**config.mk**
```make
export PLATFORM = sky130hd
export DESIGN_NAME = vgs_sequencer
export DESIGN_NICKNAME = d
export VERILOG_FILES = /design/src/rtl/vgs_pkg.sv /design/src/rtl/vgs_sequencer.sv /design/src/rtl/vgs_tick_gen.sv
export SDC_FILE = /design/constraint.sdc
export NUM_CORES = 1
export LEC_CHECK = 0
export ABC_AREA = 1
export BUFFER_PORTS_ARGS = -buffer_cell sky130_fd_sc_hd__buf_2
export CAP_MARGIN = 20
export CORE_UTILIZATION = 60
export DETAILED_ROUTE_END_ITERATION = 6
export MAX_ROUTING_LAYER = met4
export PLACE_DENSITY = 0.83
export SETUP_SLACK_MARGIN = 0.4
export SLEW_MARGIN = 20
export SYNTH_ARGS = -nofsm -noshare
export SYNTH_HDL_FRONTEND = slang
export SYNTH_SLANG_ARGS = --single-unit
```
**constraint.sdc**
```tcl
create_clock -name clk_sys -period 5.4 [get_ports clk_sys]
set_input_delay 0.81 -clock clk_sys [delete_from_list [all_inputs] [get_ports clk_sys]]
set_output_delay 0.81 -clock clk_sys [all_outputs]
set_load 0.05 [all_outputs]
```
**src/rtl/vgs_pkg.sv**
```systemverilog
/*
 Package for the vacuum gripper I/O sequencer: time bases, counts,
 pressure scaling and the sequencer states.
 Assumes a 20 MHz system clock and pressure in signed 0.1 kPa steps.
*/
package vgs_pkg;
    localparam int          CLK_HZ          = 20_000_000;
    localparam int          MS_PER_S        = 1000;
    localparam int          TICK_CYCLES     = CLK_HZ / MS_PER_S;
    localparam int          MS_W            = 12;
    localparam int          P_W             = 12;
    // Times in milliseconds
    localparam logic [11:0] CMD_STABLE_MS   = 12'h014;
    localparam logic [11:0] GRIP_ERR_MS     = 12'h7d0;
    localparam logic [11:0] VALVE_OPEN_MS   = 12'h7d0;
    localparam logic [11:0] STATUS_LAG_MS   = 12'h063;
    // Release success threshold, -1.0 kPa in 0.1 kPa units
    localparam logic signed [11:0] REL_OK_LEVEL = -12'sh00a;
    localparam logic [1:0]  STATUS_RST      = 2'h0;

    typedef enum logic [1:0] {
        VGS_CMD_IDLE,
        VGS_CMD_GRIP,
        VGS_CMD_RELEASE
    } vgs_cmd_type;

    typedef enum logic [2:0] {
        VGS_ST_IDLE,
        VGS_ST_GRIP_WAIT,
        VGS_ST_GRIPPING,
        VGS_ST_GRIP_FAIL,
        VGS_ST_DROPPED,
        VGS_ST_RELEASING,
        VGS_ST_RELEASED,
        VGS_ST_REL_FAIL
    } vgs_state_type;
endpackage

```
**src/rtl/vgs_sequencer.sv**
```systemverilog
/*
 Vacuum gripper command/status sequencer: decodes the two command lines,
 runs grip, drop and release judgement, times the release valve and
 drives the two status lines in either output variant.
 Assumes command lines and pressure are synchronous to clk_sys, the
 variant strap is static, and the controller holds commands >= 200 ms.
*/
`timescale 1ns/100ps
module vgs_sequencer #(
    parameter int TICK_PERIOD = vgs_pkg::TICK_CYCLES
) (
    input  wire logic                        clk_sys,
    input  wire logic                        sys_rst,
    input  wire logic                        ce,
    input  wire logic                        cmd_in0,
    input  wire logic                        cmd_in1,
    input  wire logic signed [vgs_pkg::P_W-1:0] vac_pressure,
    input  wire logic signed [vgs_pkg::P_W-1:0] grip_success_level,
    input  wire logic        [vgs_pkg::P_W-1:0] drop_hysteresis,
    input  wire logic                        alarm_in,
    input  wire logic                        variant_grip_check,
    output logic                             status_out0,
    output logic                             status_out1,
    output logic                             valve_open,
    output logic                             vacuum_on
);
    import vgs_pkg::*;

    logic                   tick;
    vgs_cmd_type            cmd_raw;
    vgs_cmd_type            cand_r;
    vgs_cmd_type            cmd_r;
    logic [MS_W-1:0]        stable_ms_r;
    logic                   new_cmd;
    logic [MS_W-1:0]        phase_ms_r;
    logic [MS_W-1:0]        valve_ms_r;
    vgs_state_type          state_r;
    vgs_state_type          state_nxt;
    logic                   variant_r;
    logic signed [P_W:0]    drop_level;
    logic                   grip_ok;
    logic                   dropped;
    logic                   rel_ok;
    logic                   grip_seen_r;
    logic                   out0_nxt;
    logic                   out1_nxt;

    vgs_tick_gen #(
        .PERIOD (TICK_PERIOD)
    ) u_tick (
        .clk_sys (clk_sys),
        .sys_rst (sys_rst),
        .ce      (ce),
        .tick    (tick)
    );

    // Command decode
    always_comb begin
        if (cmd_in0 && !cmd_in1) begin
            cmd_raw = VGS_CMD_GRIP;
        end else if (!cmd_in0 && cmd_in1) begin
            cmd_raw = VGS_CMD_RELEASE;
        end else begin
            cmd_raw = VGS_CMD_IDLE;
        end
    end

    // Pattern must stand for CMD_STABLE_MS before it counts
    always_ff @(posedge clk_sys) begin
        if (sys_rst) begin
            cand_r      <= VGS_CMD_IDLE;
            stable_ms_r <= '0;
        end else if (ce) begin
            if (cmd_raw != cand_r) begin
                cand_r      <= cmd_raw;
                stable_ms_r <= '0;
            end else if (tick && stable_ms_r != CMD_STABLE_MS) begin
                stable_ms_r <= stable_ms_r + 12'h001;
            end
        end
    end

    assign new_cmd = (stable_ms_r == CMD_STABLE_MS) && (cand_r == cmd_raw)
                     && (cand_r != cmd_r);

    always_ff @(posedge clk_sys) begin
        if (sys_rst) begin
            cmd_r <= VGS_CMD_IDLE;
        end else if (ce && new_cmd) begin
            cmd_r <= cand_r;
        end
    end

    // Strap caught while reset is held
    always_ff @(posedge clk_sys) begin
        if (sys_rst) begin
            variant_r <= variant_grip_check;
        end
    end

    // Time since the current command
    always_ff @(posedge clk_sys) begin
        if (sys_rst) begin
            phase_ms_r <= '0;
        end else if (ce) begin
            if (new_cmd) begin
                phase_ms_r <= '0;
            end else if (tick && phase_ms_r != GRIP_ERR_MS) begin
                phase_ms_r <= phase_ms_r + 12'h001;
            end
        end
    end

    // Both sides signed so a drop level on either side of zero compares right
    assign drop_level = $signed({grip_success_level[P_W-1],
                                 grip_success_level})
                        + $signed({1'b0, drop_hysteresis});
    assign grip_ok = vac_pressure <= grip_success_level;
    assign dropped = $signed({vac_pressure[P_W-1], vac_pressure})
                     > drop_level;
    assign rel_ok  = vac_pressure >= REL_OK_LEVEL;

    always_comb begin
        state_nxt = state_r;
        if (new_cmd) begin
            case (cand_r)
                VGS_CMD_GRIP:    state_nxt = VGS_ST_GRIP_WAIT;
                VGS_CMD_RELEASE: state_nxt = VGS_ST_RELEASING;
                default:         state_nxt = VGS_ST_IDLE;
            endcase
        end else begin
            case (state_r)
                VGS_ST_GRIP_WAIT: begin
                    if (grip_ok) begin
                        state_nxt = VGS_ST_GRIPPING;
                    end else if (phase_ms_r == GRIP_ERR_MS) begin
                        state_nxt = VGS_ST_GRIP_FAIL;
                    end
                end
                VGS_ST_GRIPPING: begin
                    if (dropped) begin
                        state_nxt = VGS_ST_DROPPED;
                    end
                end
                VGS_ST_RELEASING: begin
                    if (rel_ok) begin
                        state_nxt = VGS_ST_RELEASED;
                    end else if (valve_ms_r == VALVE_OPEN_MS) begin
                        state_nxt = VGS_ST_REL_FAIL;
                    end
                end
                default: state_nxt = state_r;
            endcase
        end
    end

    always_ff @(posedge clk_sys) begin
        if (sys_rst) begin
            state_r <= VGS_ST_IDLE;
        end else if (ce) begin
            state_r <= state_nxt;
        end
    end

    // Release valve: fixed open time, cut short by a grip command
    always_ff @(posedge clk_sys) begin
        if (sys_rst) begin
            valve_open <= 1'b0;
            valve_ms_r <= '0;
        end else if (ce) begin
            if (new_cmd && cand_r == VGS_CMD_RELEASE) begin
                valve_open <= 1'b1;
                valve_ms_r <= '0;
            end else if (new_cmd && cand_r == VGS_CMD_GRIP) begin
                valve_open <= 1'b0;
            // Close on the tick after the full count: open time never short
            end else if (valve_open && tick && valve_ms_r == VALVE_OPEN_MS) begin
                valve_open <= 1'b0;
            end else if (valve_open && tick) begin
                valve_ms_r <= valve_ms_r + 12'h001;
            end
        end
    end

    always_ff @(posedge clk_sys) begin
        if (sys_rst) begin
            vacuum_on <= 1'b0;
        end else if (ce && new_cmd) begin
            vacuum_on <= (cand_r == VGS_CMD_GRIP);
        end
    end

    // Gripping level for the grip-check variant
    always_ff @(posedge clk_sys) begin
        if (sys_rst) begin
            grip_seen_r <= 1'b0;
        end else if (ce) begin
            grip_seen_r <= (state_nxt == VGS_ST_GRIPPING);
        end
    end

    always_comb begin
        out0_nxt = 1'b0;
        out1_nxt = 1'b0;
        if (variant_r) begin
            // Line 0 frozen while the alarm stands
            out0_nxt = alarm_in ? status_out0 : grip_seen_r;
            out1_nxt = alarm_in || state_r == VGS_ST_GRIP_FAIL
                       || state_r == VGS_ST_DROPPED
                       || state_r == VGS_ST_REL_FAIL;
        end else if (alarm_in) begin
            out0_nxt = 1'b1;
            out1_nxt = 1'b1;
        end else begin
            case (state_r)
                VGS_ST_GRIPPING,
                VGS_ST_RELEASED: out0_nxt = 1'b1;
                VGS_ST_GRIP_FAIL,
                VGS_ST_DROPPED,
                VGS_ST_REL_FAIL: out1_nxt = 1'b1;
                default:         out0_nxt = 1'b0;
            endcase
        end
    end

    // Status follows state one cycle later, well inside the lag limit
    always_ff @(posedge clk_sys) begin
        if (sys_rst) begin
            {status_out0, status_out1} <= STATUS_RST;
        end else if (ce) begin
            status_out0 <= out0_nxt;
            status_out1 <= out1_nxt;
        end
    end

    a_valve_max_open: assert property (@(posedge clk_sys) disable iff (sys_rst)
        valve_open |-> valve_ms_r <= VALVE_OPEN_MS)
        else $error("release valve open past its fixed time");

    a_valve_opens: assert property (@(posedge clk_sys) disable iff (sys_rst)
        ce && new_cmd && cand_r == VGS_CMD_RELEASE |=> valve_open)
        else $error("release command did not open valve");

    a_grip_closes: assert property (@(posedge clk_sys) disable iff (sys_rst)
        ce && new_cmd && cand_r == VGS_CMD_GRIP |=> !valve_open)
        else $error("grip command left valve open");

    a_grip_timeout: assert property (@(posedge clk_sys) disable iff (sys_rst)
        ce && !new_cmd && state_r == VGS_ST_GRIP_WAIT && !grip_ok
        && phase_ms_r == GRIP_ERR_MS |=> state_r == VGS_ST_GRIP_FAIL)
        else $error("grip timeout not judged as failure");

    a_fail_clear: assert property (@(posedge clk_sys) disable iff (sys_rst)
        ce && new_cmd && !alarm_in ##1 ce && !alarm_in
        |=> !status_out1)
        else $error("status line 1 not cleared by new command");

    a_status_lag: assert property (@(posedge clk_sys) disable iff (sys_rst)
        ce && new_cmd && cand_r == VGS_CMD_RELEASE && !variant_r
        && !alarm_in ##1 ce && rel_ok && !alarm_in
        ##1 ce && !alarm_in |=> status_out0 && !status_out1)
        else $error("release success not shown on line 0");

    a_cmd_decode: assert property (@(posedge clk_sys) disable iff (sys_rst)
        ce && new_cmd && cmd_in0 && cmd_in1 |=> cmd_r == VGS_CMD_IDLE)
        else $error("both lines high not decoded as idle");

    a_alarm_both: assert property (@(posedge clk_sys) disable iff (sys_rst)
        ce && !variant_r && alarm_in |=> status_out0 && status_out1)
        else $error("alarm not shown as both lines");

    a_alarm_hold0: assert property (@(posedge clk_sys) disable iff (sys_rst)
        ce && variant_r && alarm_in |=> $stable(status_out0))
        else $error("grip check line moved during alarm");

    a_variant_static: assert property (@(posedge clk_sys) disable iff (sys_rst)
        ##1 $stable(variant_r))
        else $error("output variant changed in operation");
endmodule

```
**src/rtl/vgs_tick_gen.sv**
```systemverilog
/*
 Millisecond tick generator: one-cycle pulse every PERIOD enabled cycles.
 Assumes a synchronous active-high reset and a clock enable.
*/
`timescale 1ns/100ps
module vgs_tick_gen #(
    parameter int PERIOD = 20000
) (
    input  wire logic clk_sys,
    input  wire logic sys_rst,
    input  wire logic ce,
    output logic      tick
);
    logic [15:0] cnt_r;

    always_ff @(posedge clk_sys) begin
        if (sys_rst) begin
            cnt_r <= 16'h0000;
            tick  <= 1'b0;
        end else if (ce) begin
            if (cnt_r == 16'(PERIOD - 1)) begin
                cnt_r <= 16'h0000;
                tick  <= 1'b1;
            end else begin
                cnt_r <= cnt_r + 16'h0001;
                tick  <= 1'b0;
            end
        end
    end
endmodule
```
# Word level (Yosys, flattened, before mapping)
# Index checks and enable logic that the tools add are counted.
[op_classes] add_sub_neg=5 mux=30 n_reduce_logical=28 n_lt_le_gt_ge=3 eq_ne=22
[ops] op="two-way mux 12 bit" n=8
[ops] op="adder 12 x 1 -> 12 bit, second input constant" n=3
[ops] op="== test 12 x 11 -> 1 bit, second input constant" n=2
[ops] op="two-way mux 3 bit" n=6
[ops] op="adder 16 x 1 -> 16 bit, second input constant" n=1
[ops] op="== test 16 x 15 -> 1 bit, second input constant" n=1
[ops] op="two-way mux 16 bit" n=1
[ops] op="adder 12 x 13 -> 13 bit" n=1
[ops] op="greater-than comparator 12 x 13 -> 1 bit" n=1
[ops] op="== test 12 x 5 -> 1 bit, second input constant" n=1
[ops] op="== test 3 bit, second input constant" n=4
[ops] op="greater-or-equal comparator 12 x 5 -> 1 bit, second input constant" n=1
[ops] op="<= comparator 12 bit" n=1
[ops] op="inequality test 12 x 11 -> 1 bit, second input constant" n=1
[ops] op="inequality test 12 x 5 -> 1 bit, second input constant" n=1
[ops] op="logical AND 1 bit" n=11
[ops] op="two-way mux 1 bit" n=11
[ops] op="AND reduction 2 bit" n=5
[ops] op="== test 3 x 2 -> 1 bit, second input constant" n=3
[ops] op="case mux 3 bit (3 select lines)" n=1
[ops] op="inequality test 2 bit, second input constant" n=3
[ops] op="case mux 3 bit (2 select lines)" n=1
[ops] op="nonzero test 2 bit" n=3
[ops] op="two-way mux 2 bit" n=2
[ops] op="11 further kinds" n=15
[totals] out_inout_bits=4 wordCells=102 regBits=66 input_bits=43

# Logic depth before layout (Yosys ltp)
# Gate-level depths: netlist of run 1.
[logic_depth] ltp_word=10 depth_mapped=23 mapped_depth_nobuf=23

# Cells and area by module
# Synthesis of run 1 repeated with hierarchy kept, for this count alone.
[unflattened] cells_unflattened=721 hier_area_um2=4928.5
[modules_own_cells] module="vgs_sequencer" seq_area_each_um2=991.0 instances=1 area_each_um2=4053.9 cells_each=592
[modules_own_cells] module="vgs_tick_gen" seq_area_each_um2=340.3 instances=1 area_each_um2=874.6 cells_each=129

# Worst setup path after synthesis of run 1
# OpenSTA, ideal clock, no wires.
[synth_path] kind="input to register" startpoint="input port grip_success_level[0] in the netlist's numbering" endpoint="register grip_seen_r" setup_time_ps=128 path_buffers=0 t_required_ps=5272 t_arrival_ps=3583 setup_slack_ps=1690 cell_stages=23 cell_sequence="ha_1 -> inv_1 -> fa_1 -> o21ai_0 -> a21oi_1 -> o21ai_0 -> a21oi_1 -> nor2_1 -> nor2_1 -> xor2_1 -> ha_1 -> a21oi_1 -> o21ai_0 -> nor2_1 -> nand2_1 -> nand2_1 -> nand3_1 -> nand2_1 -> nand3_1 -> nand2_1 -> nor2_1 -> nor2_1 -> nor2_1"
[synth_between] elab_chain_len=6 elab_cells_between_ends=8 classes_between="add/sub: 1; order compare: 2; eq/ne: 1; mux: 4"
[synth_lines] element="from (decl)" line="vgs_sequencer.sv:18" source="input wire logic signed [vgs_pkg::P_W-1:0] grip_success_level,"
[synth_lines] element="adder 12 x 13 -> 13 bit" line="vgs_sequencer.sv:117" source="+ $signed({1'b0, drop_hysteresis});"
[synth_lines] element="greater-than comparator 12 x 13 -> 1 bit" line="vgs_sequencer.sv:120" source="> drop_level;"
[synth_lines] element="two-way mux 3 bit" line="vgs_sequencer.sv:141" source="if (dropped) begin"
[synth_lines] element="case mux 3 bit (3 select lines) (*)" line="vgs_sequencer.sv:132" source="case (state_r)"
[synth_lines] element="two-way mux 3 bit (*)" line="vgs_sequencer.sv:125" source="if (new_cmd) begin"
[synth_lines] element="== test 3 x 2 -> 1 bit (*)" line="vgs_sequencer.sv:198" source="grip_seen_r <= (state_nxt == VGS_ST_GRIPPING);"
[synth_lines] element="to (signal assigned)" line="vgs_sequencer.sv:198"
[synth_lines] element="to (decl)" line="vgs_sequencer.sv:44" source="logic grip_seen_r;"
# Every way passes the cells marked *; elsewhere a longest branch is shown, timed or not.
# A chain may end at the register's enable or synchronous reset.

# Final worst setup path of run 1
# Same ends and word-level chain as after synthesis.

==> results of run 1 <==
-- worst max-delay path: stages --
cell and delay [ns]:
buf_2 0.09, ha_1 0.17, inv_1 0.06, fa_1 0.39, o21ai_0 0.42, a21oi_1 0.17, o21ai_0 0.33, a21oi_1 0.11
nor2_1 0.10, nor2_1 0.06, xor2_1 0.15, ha_1 0.33, a21oi_1 0.13, o21ai_0 0.09, nor2_1 0.14, nand2_1 0.07
nand2_1 0.07, nand3_1 0.07, nand2_1 0.06, nand3_1 0.08, nand2_1 0.08, nor2_1 0.05, nor2_1 0.08, nor2_1 0.04
-- logic make-up after synthesis --
kind of cell               after synthesis  synth area share (%)
AOI/OAI and AO/OA                      121                  13.6
xor gates and xnor gates                20                  3.90
adders and majority gates               48                  13.0
buffers and inverters                  120                  9.80
DFF                                     66                  28.4
and+or+nand+nor                        305                  31.3
-- final cells by class --
cell class	instances	area, um2	share of cell area, %
well taps	99	124	2.37
inverters	113	424	8.11
repair buffers	46	230	4.40
clock buffers	9	124	2.37
clock inverters	7	101	1.94
multi-input cells	494	2890	55.3
flip-flops and latches	66	1330	25.5
-- synthesized netlist by cell type (5+ instances only) --
cell     count
dfxtp_1     65
nand2_1    124
inv_1      109
nor2_1      56
a21oi_1     75
ha_1        47
o21ai_0     32
nand3_1     31
nor2_2       5
nor3_1      32
nand4_1     22
xor2_1      16
nor4_1      10
-- through the flow --
| stage | util (%) | worst slack, ns |
|---|---|---|
| floorplan | - | 1.69 |
| global placement | 67.5 | 1.30 |
| detailed placement | 67.5 | 1.17 |
| CTS | 70.6 | 1.53 |
| global route | 70.6 | 0.992 |
| finish | 70.6 | 1.49 |
-- flip-flops by register name (all words and copies together), names as in the netlist --
name	flops
cand_r	2
cmd_r	2
grip_seen_r	1
phase_ms_r	12
stable_ms_r	12
state_r	3
status_out0	1
status_out1	1
u_tick.cnt_r	16
u_tick.tick	1
vacuum_on	1
valve_ms_r	12
valve_open	1
variant_r	1
-- cells in the final DEF (no fill, tap or decap), types with 4 or more instances in the layout --
cell | Yosys | layout
nand2_1 | 124 | 124
inv_1 | 109 | 109
a21oi_1 | 75 | 75
dfxtp_1 | 65 | 65
nor2_1 | 56 | 56
ha_1 | 47 | 47
buf_2 | 1 | 46
o21ai_0 | 32 | 32
nor3_1 | 32 | 32
nand3_1 | 31 | 31
nand4_1 | 22 | 22
xor2_1 | 16 | 16
nor4_1 | 10 | 10
clkbuf_8 | 0 | 9
nor2_2 | 5 | 5
inv_2 | 4 | 4
nand3b_1 | 4 | 4
nand2_2 | 4 | 4
a211oi_1 | 4 | 4
-- metal layers --
metal	wire (um)	part of all wire, %	track usage (%)
met5	0	0	-
met4	142	1.4	9.95
met3	368	3.5	4.55
met2	5020	48	47.4
met1	4970	47	32.7
-- how the worst min path moves through the flow --
stage / depth (start not counted) / endpoint / startpoint / slack (ns)
after floorplan: 1 / valve_ms_r[8]$_SDFFE_PP0P_ / valve_ms_r[8]$_SDFFE_PP0P_ / 0.42
after global routing: 1 / valve_ms_r[8]$_SDFFE_PP0P_ / valve_ms_r[8]$_SDFFE_PP0P_ / 0.50
after CTS: 1 / u_tick.cnt_r[15]$_SDFFE_PP0P_ / u_tick.cnt_r[15]$_SDFFE_PP0P_ / 0.46
final: 1 / u_tick.cnt_r[15]$_SDFFE_PP0P_ / u_tick.cnt_r[15]$_SDFFE_PP0P_ / 0.47
after detailed placement: 1 / u_tick.cnt_r[15]$_SDFFE_PP0P_ / u_tick.cnt_r[15]$_SDFFE_PP0P_ / 0.44
after global placement: 1 / u_tick.cnt_r[15]$_SDFFE_PP0P_ / u_tick.cnt_r[15]$_SDFFE_PP0P_ / 0.44
-- power groups by stage --
stage	logic [uW]	clock network, uW	registers (uW)
floorplan	170	0	516
global placement	225	0	513
detailed placement	234	0	514
CTS	236	482	502
global route	271	498	504
finish	236	473	503
==> reports/metrics.yaml, run 1 <==
power:
  total_power_uw: 1210
  internal-power_uw: 849
  leakage_uw: 0.00232
  powerDensity_nw_per_um2: 232
  power_frac_clock_pct: 39.0
  p_comb_share_pct: 19.5
  p_seq_share_pct: 41.5
  ir_drop_mv: 0.209
  power_switching_share_pct: 29.9
  power.switching_uw: 363
setup_path:
  crit_end: "grip_seen_r$_SDFFE_PP0P_"
  reg2reg_to: "valve_ms_r[8]$_SDFFE_PP0P_"
  r2r-start: "stable_ms_r[0]$_SDFFE_PP0P_"
  cp-startpoint: "grip_success_level[0]"
  r2r_slack_ns: 3.10
  path_class: "primary input to flip-flop"
  startpoint_type: "primary input"
  reg2reg_depth: 12
  worstSetupEndpointType: "flip-flop"
  cp_max_fo: 5
  required_ns: 5.63
  cp_data_arrival_time_ns: 4.14
die:
  std_cell_rows: 31
  coreArea_um2: 7410
  die_h_um: 90.4
  die_w_um: 90.4
  start_util_pct: 63.2
  die-area_um2: 8160
  ios: 47
yosys:
  syn-mean-instance-area_um2: 6.89
  synth_area_um2: 4680
  synth_top_area_cell: "dfxtp_1"
  synth_edf_count: 1
  synth-async-reset-ratio_pct: 0
  yosysUniqueCellTypes: 43
  ys.flop_type: "dfxtp_1"
  synthCells: 680
  ys_seq_area_share_pct: 28.4
  synth_top_cell_area_share_pct: 27.8
  ys_top_cells_by_area: "dfxtp_1 (28%), ha_1 (13%), nand2_1 (9.9%)"
  synth_seq_cells: 66
  syn_nets: 771
  yosysWarnings: 0
drt:
  wl_um: 10500
  drc: 0
  dr.first_iter.drc_count: 200
  first_pass_iters: 4
  avgViaCountPerCell: 5.44
  wire_per_inst_um: 12.6
  ant_nets: 0
  vias: 4535
layout:
  nNetsFinal: 821
  fill_cells: 604
  drive_gt1_share_pct: 12.2
  final_area_um2: 5230
  insertedDiodeCount: 0
  syn2layout_area_growth_pct: 11.6
  fin_cells: 834
grt:
  grt_pass1_wl_um: 18200
  track_usage_pct: 27.7
  overflow: 0
  grt_max_degree: 23
  antenna_found_initial: 0
  grt_pass1_vias: 4351
clock_network:
  cts_root_buf: "clkbuf_8"
  cts_tree: "yes"
  post_cts_resize_count: 0
  htree_levels: 3
  clk_pin_slew_ns: 0.08
  clk_path_buf_depth: 2
  clock_latency_ns: 0.35
  post_cts_buffers: 0
  hold_buffers: 0
  cts_sinks: 66
  cts_buffers: 9
timing:
  hold_viol_final: 0
  fmax_mhz: 256
  worstMarginPinSlew_ns: 0.483
  rsz0062_at_grt: "no"
  setup_violations: 0
  finalCriticalPeriod_ns: 3.91
  max-slew-margin-rel_pct: 67.6
  slew_viol_final: 0
  worst_hold_slack_ns: 0.466
  finalClockSkew_ns: 0.00797
  setup_tns_ns: 0
  fin_crit_sh_pct: 72.4
flow_run:
  max_cap_violations: 0
outcome:
  outcome: "complete, no violations"
worst_hold_path:
  hold_class: "flip-flop to flip-flop"
placement:
  dp_hpwl_um: 8040
  place_area_um2: 5000
  gp_congestion: 0.919
  port_buffers: 46
  dp.cells: 818
Power figures use the tool's default switching activity.
==> run 2, diff against run 1 <==
ABC_AREA = 0   (was 1)
clock period = 3.9 ns   (was 5.4 ns; I/O delays follow)
==> run 2 against run 1 <==
Sequential power increased by 38%. Register-to-register slack got worse by 1.7 ns. Die area is 3.2% lower. Sequential share of layout area increased by 0.30 points. Clock skew rose by 0.0015 ns. Routed wire length decreased by 8.6%. Cell count decreased by 17%. Combinational power grew 36%. Setup slack got worse by 1.3 ns. Utilization is 0.29 points higher.
==> reports/metrics.yaml, run 2 <==
outcome:
  outcome: "complete, no violations"
timing:
  fmax_mhz: 270
  max-slew-margin-rel_pct: 61.9
  worst_hold_slack_ns: 0.420
  rsz0062_at_grt: "yes"
  finalCriticalPeriod_ns: 3.70
  setup_violations: 0
  worstMarginPinSlew_ns: 0.571
  fin_crit_sh_pct: 94.8
  finalClockSkew_ns: 0.00948
  hold_viol_final: 0
  slew_viol_final: 0
layout:
  nNetsFinal: 679
  fin_util_pct: 70.9
  drive_gt1_share_pct: 18.7
  largest-register: "u_tick.cnt_r"
  insertedDiodeCount: 0
  syn2layout_area_growth_pct: 14.1
  mostFrequentLayoutCells: "nor2_1 (73), dfxtp_1 (65), ha_1 (45)"
  layout_commonest_cell: "nor2_1"
  largest_reg_flops: 16
  final_area_um2: 5170
placement:
  port_buffers: 46
  place_area_um2: 4910
  gp_congestion: 0.943
  dp_hpwl_um: 7360
drt:
  wl_um: 9600
  avgViaCountPerCell: 5.71
  drc: 0
  ant_nets: 0
  wire_per_inst_um: 13.9
  vias: 3951
  first_pass_iters: 4
  dr.first_iter.drc_count: 98
clock_network:
  clock_latency_ns: 0.34
  cts_buffers: 9
  htree_levels: 3
  cts_sinks: 66
  cts_root_buf: "clkbuf_8"
  clk_pin_slew_ns: 0.07
  clk_path_buf_depth: 2
  cts_tree: "yes"
yosys:
  yosysUniqueCellTypes: 67
  synth_top_cell_area_share_pct: 28.7
  synth_top_area_cell: "dfxtp_1"
  synthTopCellsByCount: "nor2_1 (73), dfxtp_1 (65), ha_1 (47)"
  yosysMostFrequentCell: "nor2_1"
  synth-async-reset-ratio_pct: 0
  synth_edf_count: 1
  synth_area_um2: 4530
  ys.flop_type: "dfxtp_1"
  synthCells: 533
  syn-mean-instance-area_um2: 8.50
  yosysWarnings: 0
  synth_seq_cells: 66
  ys_top_cells_by_area: "dfxtp_1 (29%), ha_1 (13%), xor2_1 (6.6%)"
  syn_nets: 624
  ys_seq_area_share_pct: 29.4
die:
  std_cell_rows: 31
  die_h_um: 88.9
  coreArea_um2: 7290
  start_util_pct: 62.1
  ios: 47
  die_w_um: 88.9
  die-area_um2: 7900
power:
  internal-power_uw: 1120
  leakage_uw: 0.00215
  power_frac_clock_pct: 35.1
  ir_drop_mv: 0.143
  power.switching_uw: 444
  power_switching_share_pct: 28.5
  p_comb_share_pct: 20.5
  powerDensity_nw_per_um2: 302
  p_seq_share_pct: 44.4
setup_path:
  reg2reg_depth: 9
  cp_max_fo: 4
  r2r_slack_ns: 1.45
  startpoint_type: "primary input"
  required_ns: 4.14
  cp_data_arrival_time_ns: 3.93
  worstSetupEndpointType: "flip-flop"
  path_class: "primary input to flip-flop"
  reg2reg_to: "stable_ms_r[11]$_SDFFE_PP0P_"
  r2r-start: "stable_ms_r[0]$_SDFFE_PP0P_"
flow_run:
  max_cap_violations: 0
grt:
  grt_pass1_wl_um: 15900
  met2_usage_pct: 45.7
  met1_usage_pct: 31.4
  grt_max_degree: 30
  antenna_found_initial: 0
  grt_pass1_vias: 3734
  overflow: 0
  track_usage_pct: 26.5
  top_usage_layer: "met2"
  grt_use_met3_pct: 4.99
worst_hold_path:
  hold_class: "primary input to flip-flop"
  hold_depth: 1
  hold_end: "variant_r$_DFFE_PP_"
  hold_path.startpoint: "variant_grip_check"
[run 2: cell type report]
| class | instances | area [um2] |
|---|---|---|
| repair buffers | 59 | 344 |
| fillers | 614 | 2120 |
| clock buffers | 12 | 166 |
| inverters | 30 | 113 |
| flip-flops and latches | 66 | 1330 |
| well taps | 99 | 124 |
| multi-input cells | 422 | 3070 |
| clock inverters | 4 | 23.8 |
[run 2: layer usage]
metal  wire length, um  share of wire, %  up-vias
met4               123               1.3        0
met2              4690                49       64
met1              4520                47     1866
met3               267               2.8       12
met5                 0                 0        -
li1                  -                 -     2009
[run 2: power by group through the flow]
stage / clock network, uW / logic (uW) / registers, uW
after floorplan: 0 / 208 / 708
after global placement: 0 / 290 / 707
after detailed placement: 0 / 298 / 708
after CTS: 556 / 309 / 692
after global routing: 591 / 358 / 693
final: 548 / 320 / 692
[run 2: worst max path at each step]
stage	slack, ns	from	endpoint
after global routing	-0.1	grip_success_level[0]	grip_seen_r$_SDFFE_PP0P_
after detailed placement	-0.23	grip_success_level[1]	grip_seen_r$_SDFFE_PP0P_
after global placement	-0.13	grip_success_level[0]	grip_seen_r$_SDFFE_PP0P_
after CTS	0.26	grip_success_level[0]	grip_seen_r$_SDFFE_PP0P_
after floorplan	0.18	grip_success_level[0]	grip_seen_r$_SDFFE_PP0P_
final	0.20	grip_success_level[0]	grip_seen_r$_SDFFE_PP0P_
[run 2: cell families after synthesis]
family,synth area share [%]
and+or+nand+nor,26.9
AOI/OAI and AO/OA,14.9
DFF,29.4
xor gates and xnor gates,9.86
adders and majority gates,13.4
buffers and inverters,4.64
muxes,0.884
[run 2: worst max-delay path: stages]
cell	delay (ns)
buf_8	0.10
ha_4	0.15
inv_2	0.05
fa_2	0.19
nor2b_1	0.04
o21ai_1	0.15
a21boi_1	0.12
o41a_1	0.35
a41o_1	0.28
o41ai_2	0.23
xnor2_1	0.11
ha_1	0.30
nand4_1	0.18
a211oi_2	0.23
nor3_2	0.08
a21o_1	0.19
a311oi_1	0.23
o21ai_1	0.10
o41ai_1	0.26
[run 2: repair_timing]
action                                  in CTS  in global routing
pin swaps                                   11                  4
endpoints found under the setup margin       3                  3
hold buffers                                 0                  0
hold endpoints to repair                     0                  0
setup buffers                                3                  2
gates resized for setup                      4                  4
[run 2: per-stage QoR]
stage	power [uW]	std cells	setup slack [ns]	TNS, ns
2_1_floorplan	917	533	0.184	0
3_3_place_gp	997	671	-0.126	-0.126
3_5_place_dp	1010	671	-0.232	-0.278
4_1_cts	1560	690	0.257	0
5_1_grt	1640	692	-0.0955	-0.0955
6_report	1560	692	0.203	0
==> run 3, diff against run 2 <==
CTS_BUF_LIST = sky130_fd_sc_hd__clkbuf_4   (was unset)
==> run 3 against run 2 <==
Register-to-register slack is essentially flat. Routed wire length decreased by 0.34%. Sequential power about the same. Die area unchanged. Clock power is 19% lower. Critical endpoint unchanged. Highest routed layer unchanged.
==> reports/metrics.yaml, run 3 (synthesis gave the netlist of run 2 again) <==
clock_network:
  clk_path_buf_depth: 2
  cts_root_buf: "clkbuf_4"
  clock_latency_ns: 0.42
  htree_levels: 3
  cts_sinks: 66
  cts_buffers: 9
  cts_tree: "yes"
  clk_pin_slew_ns: 0.10
timing:
  finalCriticalPeriod_ns: 3.75
  rsz0062_at_grt: "yes"
  setup_violations: 0
  finalClockSkew_ns: 0.0157
  hold_viol_final: 0
  fin_crit_sh_pct: 96.2
  max-slew-margin-rel_pct: 62.5
  fmax_mhz: 267
  slew_viol_final: 0
  worst_hold_slack_ns: 0.345
  worstMarginPinSlew_ns: 0.556
layout:
  final_area_um2: 5100
  multi_input_area_um2: 3080
  mostFrequentLayoutCells: "nor2_1 (73), dfxtp_1 (65), ha_1 (45)"
  largest-register: "u_tick.cnt_r"
  insertedDiodeCount: 0
  fin_cells: 690
  nNetsFinal: 677
  largest_reg_flops: 16
  syn2layout_area_growth_pct: 12.7
  seq_area_um2: 1330
  layout_commonest_cell: "nor2_1"
  fill_cells: 628
  drive_gt1_share_pct: 18.6
setup_path:
  r2r-start: "stable_ms_r[0]$_SDFFE_PP0P_"
  path_class: "primary input to flip-flop"
  startpoint_type: "primary input"
  cp_data_arrival_time_ns: 4.05
  cp-startpoint: "grip_success_level[0]"
  worstSetupEndpointType: "flip-flop"
  required_ns: 4.20
  cp_max_fo: 4
power:
  internal-power_uw: 1030
  power.switching_uw: 428
  ir_drop_mv: 0.118
  power_frac_clock_pct: 30.5
  leakage_uw: 0.00211
  powerDensity_nw_per_um2: 285
  p_comb_share_pct: 21.8
  p_seq_share_pct: 47.6
  total_power_uw: 1450
  power_switching_share_pct: 29.5
drt:
  dr.first_iter.drc_count: 138
  drc: 0
  ant_nets: 0
  wire_per_inst_um: 13.9
  wl_um: 9570
  vias: 3964
  avgViaCountPerCell: 5.74
  first_pass_iters: 4
outcome:
  outcome: "complete, no violations"
die:
  coreArea_um2: 7290
  std_cell_rows: 31
  die-area_um2: 7900
  die_h_um: 88.9
  die_w_um: 88.9
  ios: 47
  start_util_pct: 62.1
placement:
  dp.cells: 671
  place_area_um2: 4910
  port_buffers: 46
  gp_congestion: 0.943
  dp_hpwl_um: 7360
worst_hold_path:
  hold_path.startpoint: "variant_grip_check"
  hold_class: "primary input to flip-flop"
grt:
  grt_max_degree: 30
  overflow: 0
  antenna_found_initial: 0
  track_usage_pct: 26.3
  grt_pass1_wl_um: 15900
  grt_pass1_vias: 3710
flow_run:
  max_cap_violations: 0
[run 3: cell types whose count changed in the layout (fill, tap and decap cells not counted), sizes merged]
cell / delta
buf: -2
clkbuf: -2
bufinv: +1
clkinv: +1
[run 3: critical path, stage by stage]
cell and delay [ns]:
buf_8 0.10, ha_4 0.15, inv_2 0.05, fa_2 0.19, nor2b_1 0.04, o21ai_1 0.15
a21boi_1 0.12, o41a_1 0.35, a41o_1 0.29, o41ai_2 0.23, xnor2_1 0.11, ha_1 0.30
nand4_1 0.22, a211oi_2 0.25, nor3_2 0.08, a21o_1 0.21, a311oi_2 0.20, o21ai_1 0.11
o41ai_1 0.31
[run 3: per-stage QoR]
| step | utilization (%) | TNS [ns] | setup slack (ns) |
|---|---|---|---|
| 2_1_floorplan | - | 0 | 0.184 |
| 3_3_place_gp | 67.3 | -0.126 | -0.126 |
| 3_5_place_dp | 67.3 | -0.278 | -0.232 |
| 4_1_cts | 69.2 | 0 | 0.312 |
| 5_1_grt | 70.0 | -0.146 | -0.146 |
| 6_report | 70.0 | 0 | 0.148 |
[run 3: worst paths after layout]
check	cells past startpoint	to	slack [ns]
setup reg to reg	9	stable_ms_r[11]$_SDFFE_PP0P_	1.46
hold / removal	1	variant_r$_DFFE_PP_	0.35
setup / recovery	19	grip_seen_r$_SDFFE_PP0P_	0.15
hold reg to reg	2	vacuum_on$_SDFFE_PP0P_	0.46
[run 3: per-layer routing]
layer	GRT usage, %	wire [um]	vias up
li1	-	-	2005
met1	31.8	4440	1873
met2	45.3	4730	75
met3	3.97	301	11
met4	7.48	102	0
met5	-	0	-
[run 3: power groups by stage]
stage / Sequential [uW] / Combinational, uW / Clock [uW]
2_1_floorplan: 708 / 208 / 0
3_3_place_gp: 707 / 290 / 0
3_5_place_dp: 708 / 298 / 0
4_1_cts: 692 / 302 / 456
5_1_grt: 694 / 354 / 490
6_report: 693 / 317 / 444
[run 3: what timing repair did]
| item | CTS | global route |
|---|---|---|
| buffers inserted | 1 | 2 |
| gates cloned | 0 | 0 |
| pin swaps | 5 | 4 |
| setup endpoints to repair | 2 | 3 |
| gates resized for setup | 1 | 8 |
| hold buffers | 0 | 0 |
[run 3: layout make-up]
class / instances / share of cell area (%)
multi-input cells: 422 / 60.2
flip-flops and latches: 66 / 26.1
repair buffers: 57 / 6.45
well taps: 99 / 2.43
inverters: 30 / 2.21
clock buffers: 10 / 1.47
clock inverters: 6 / 1.13
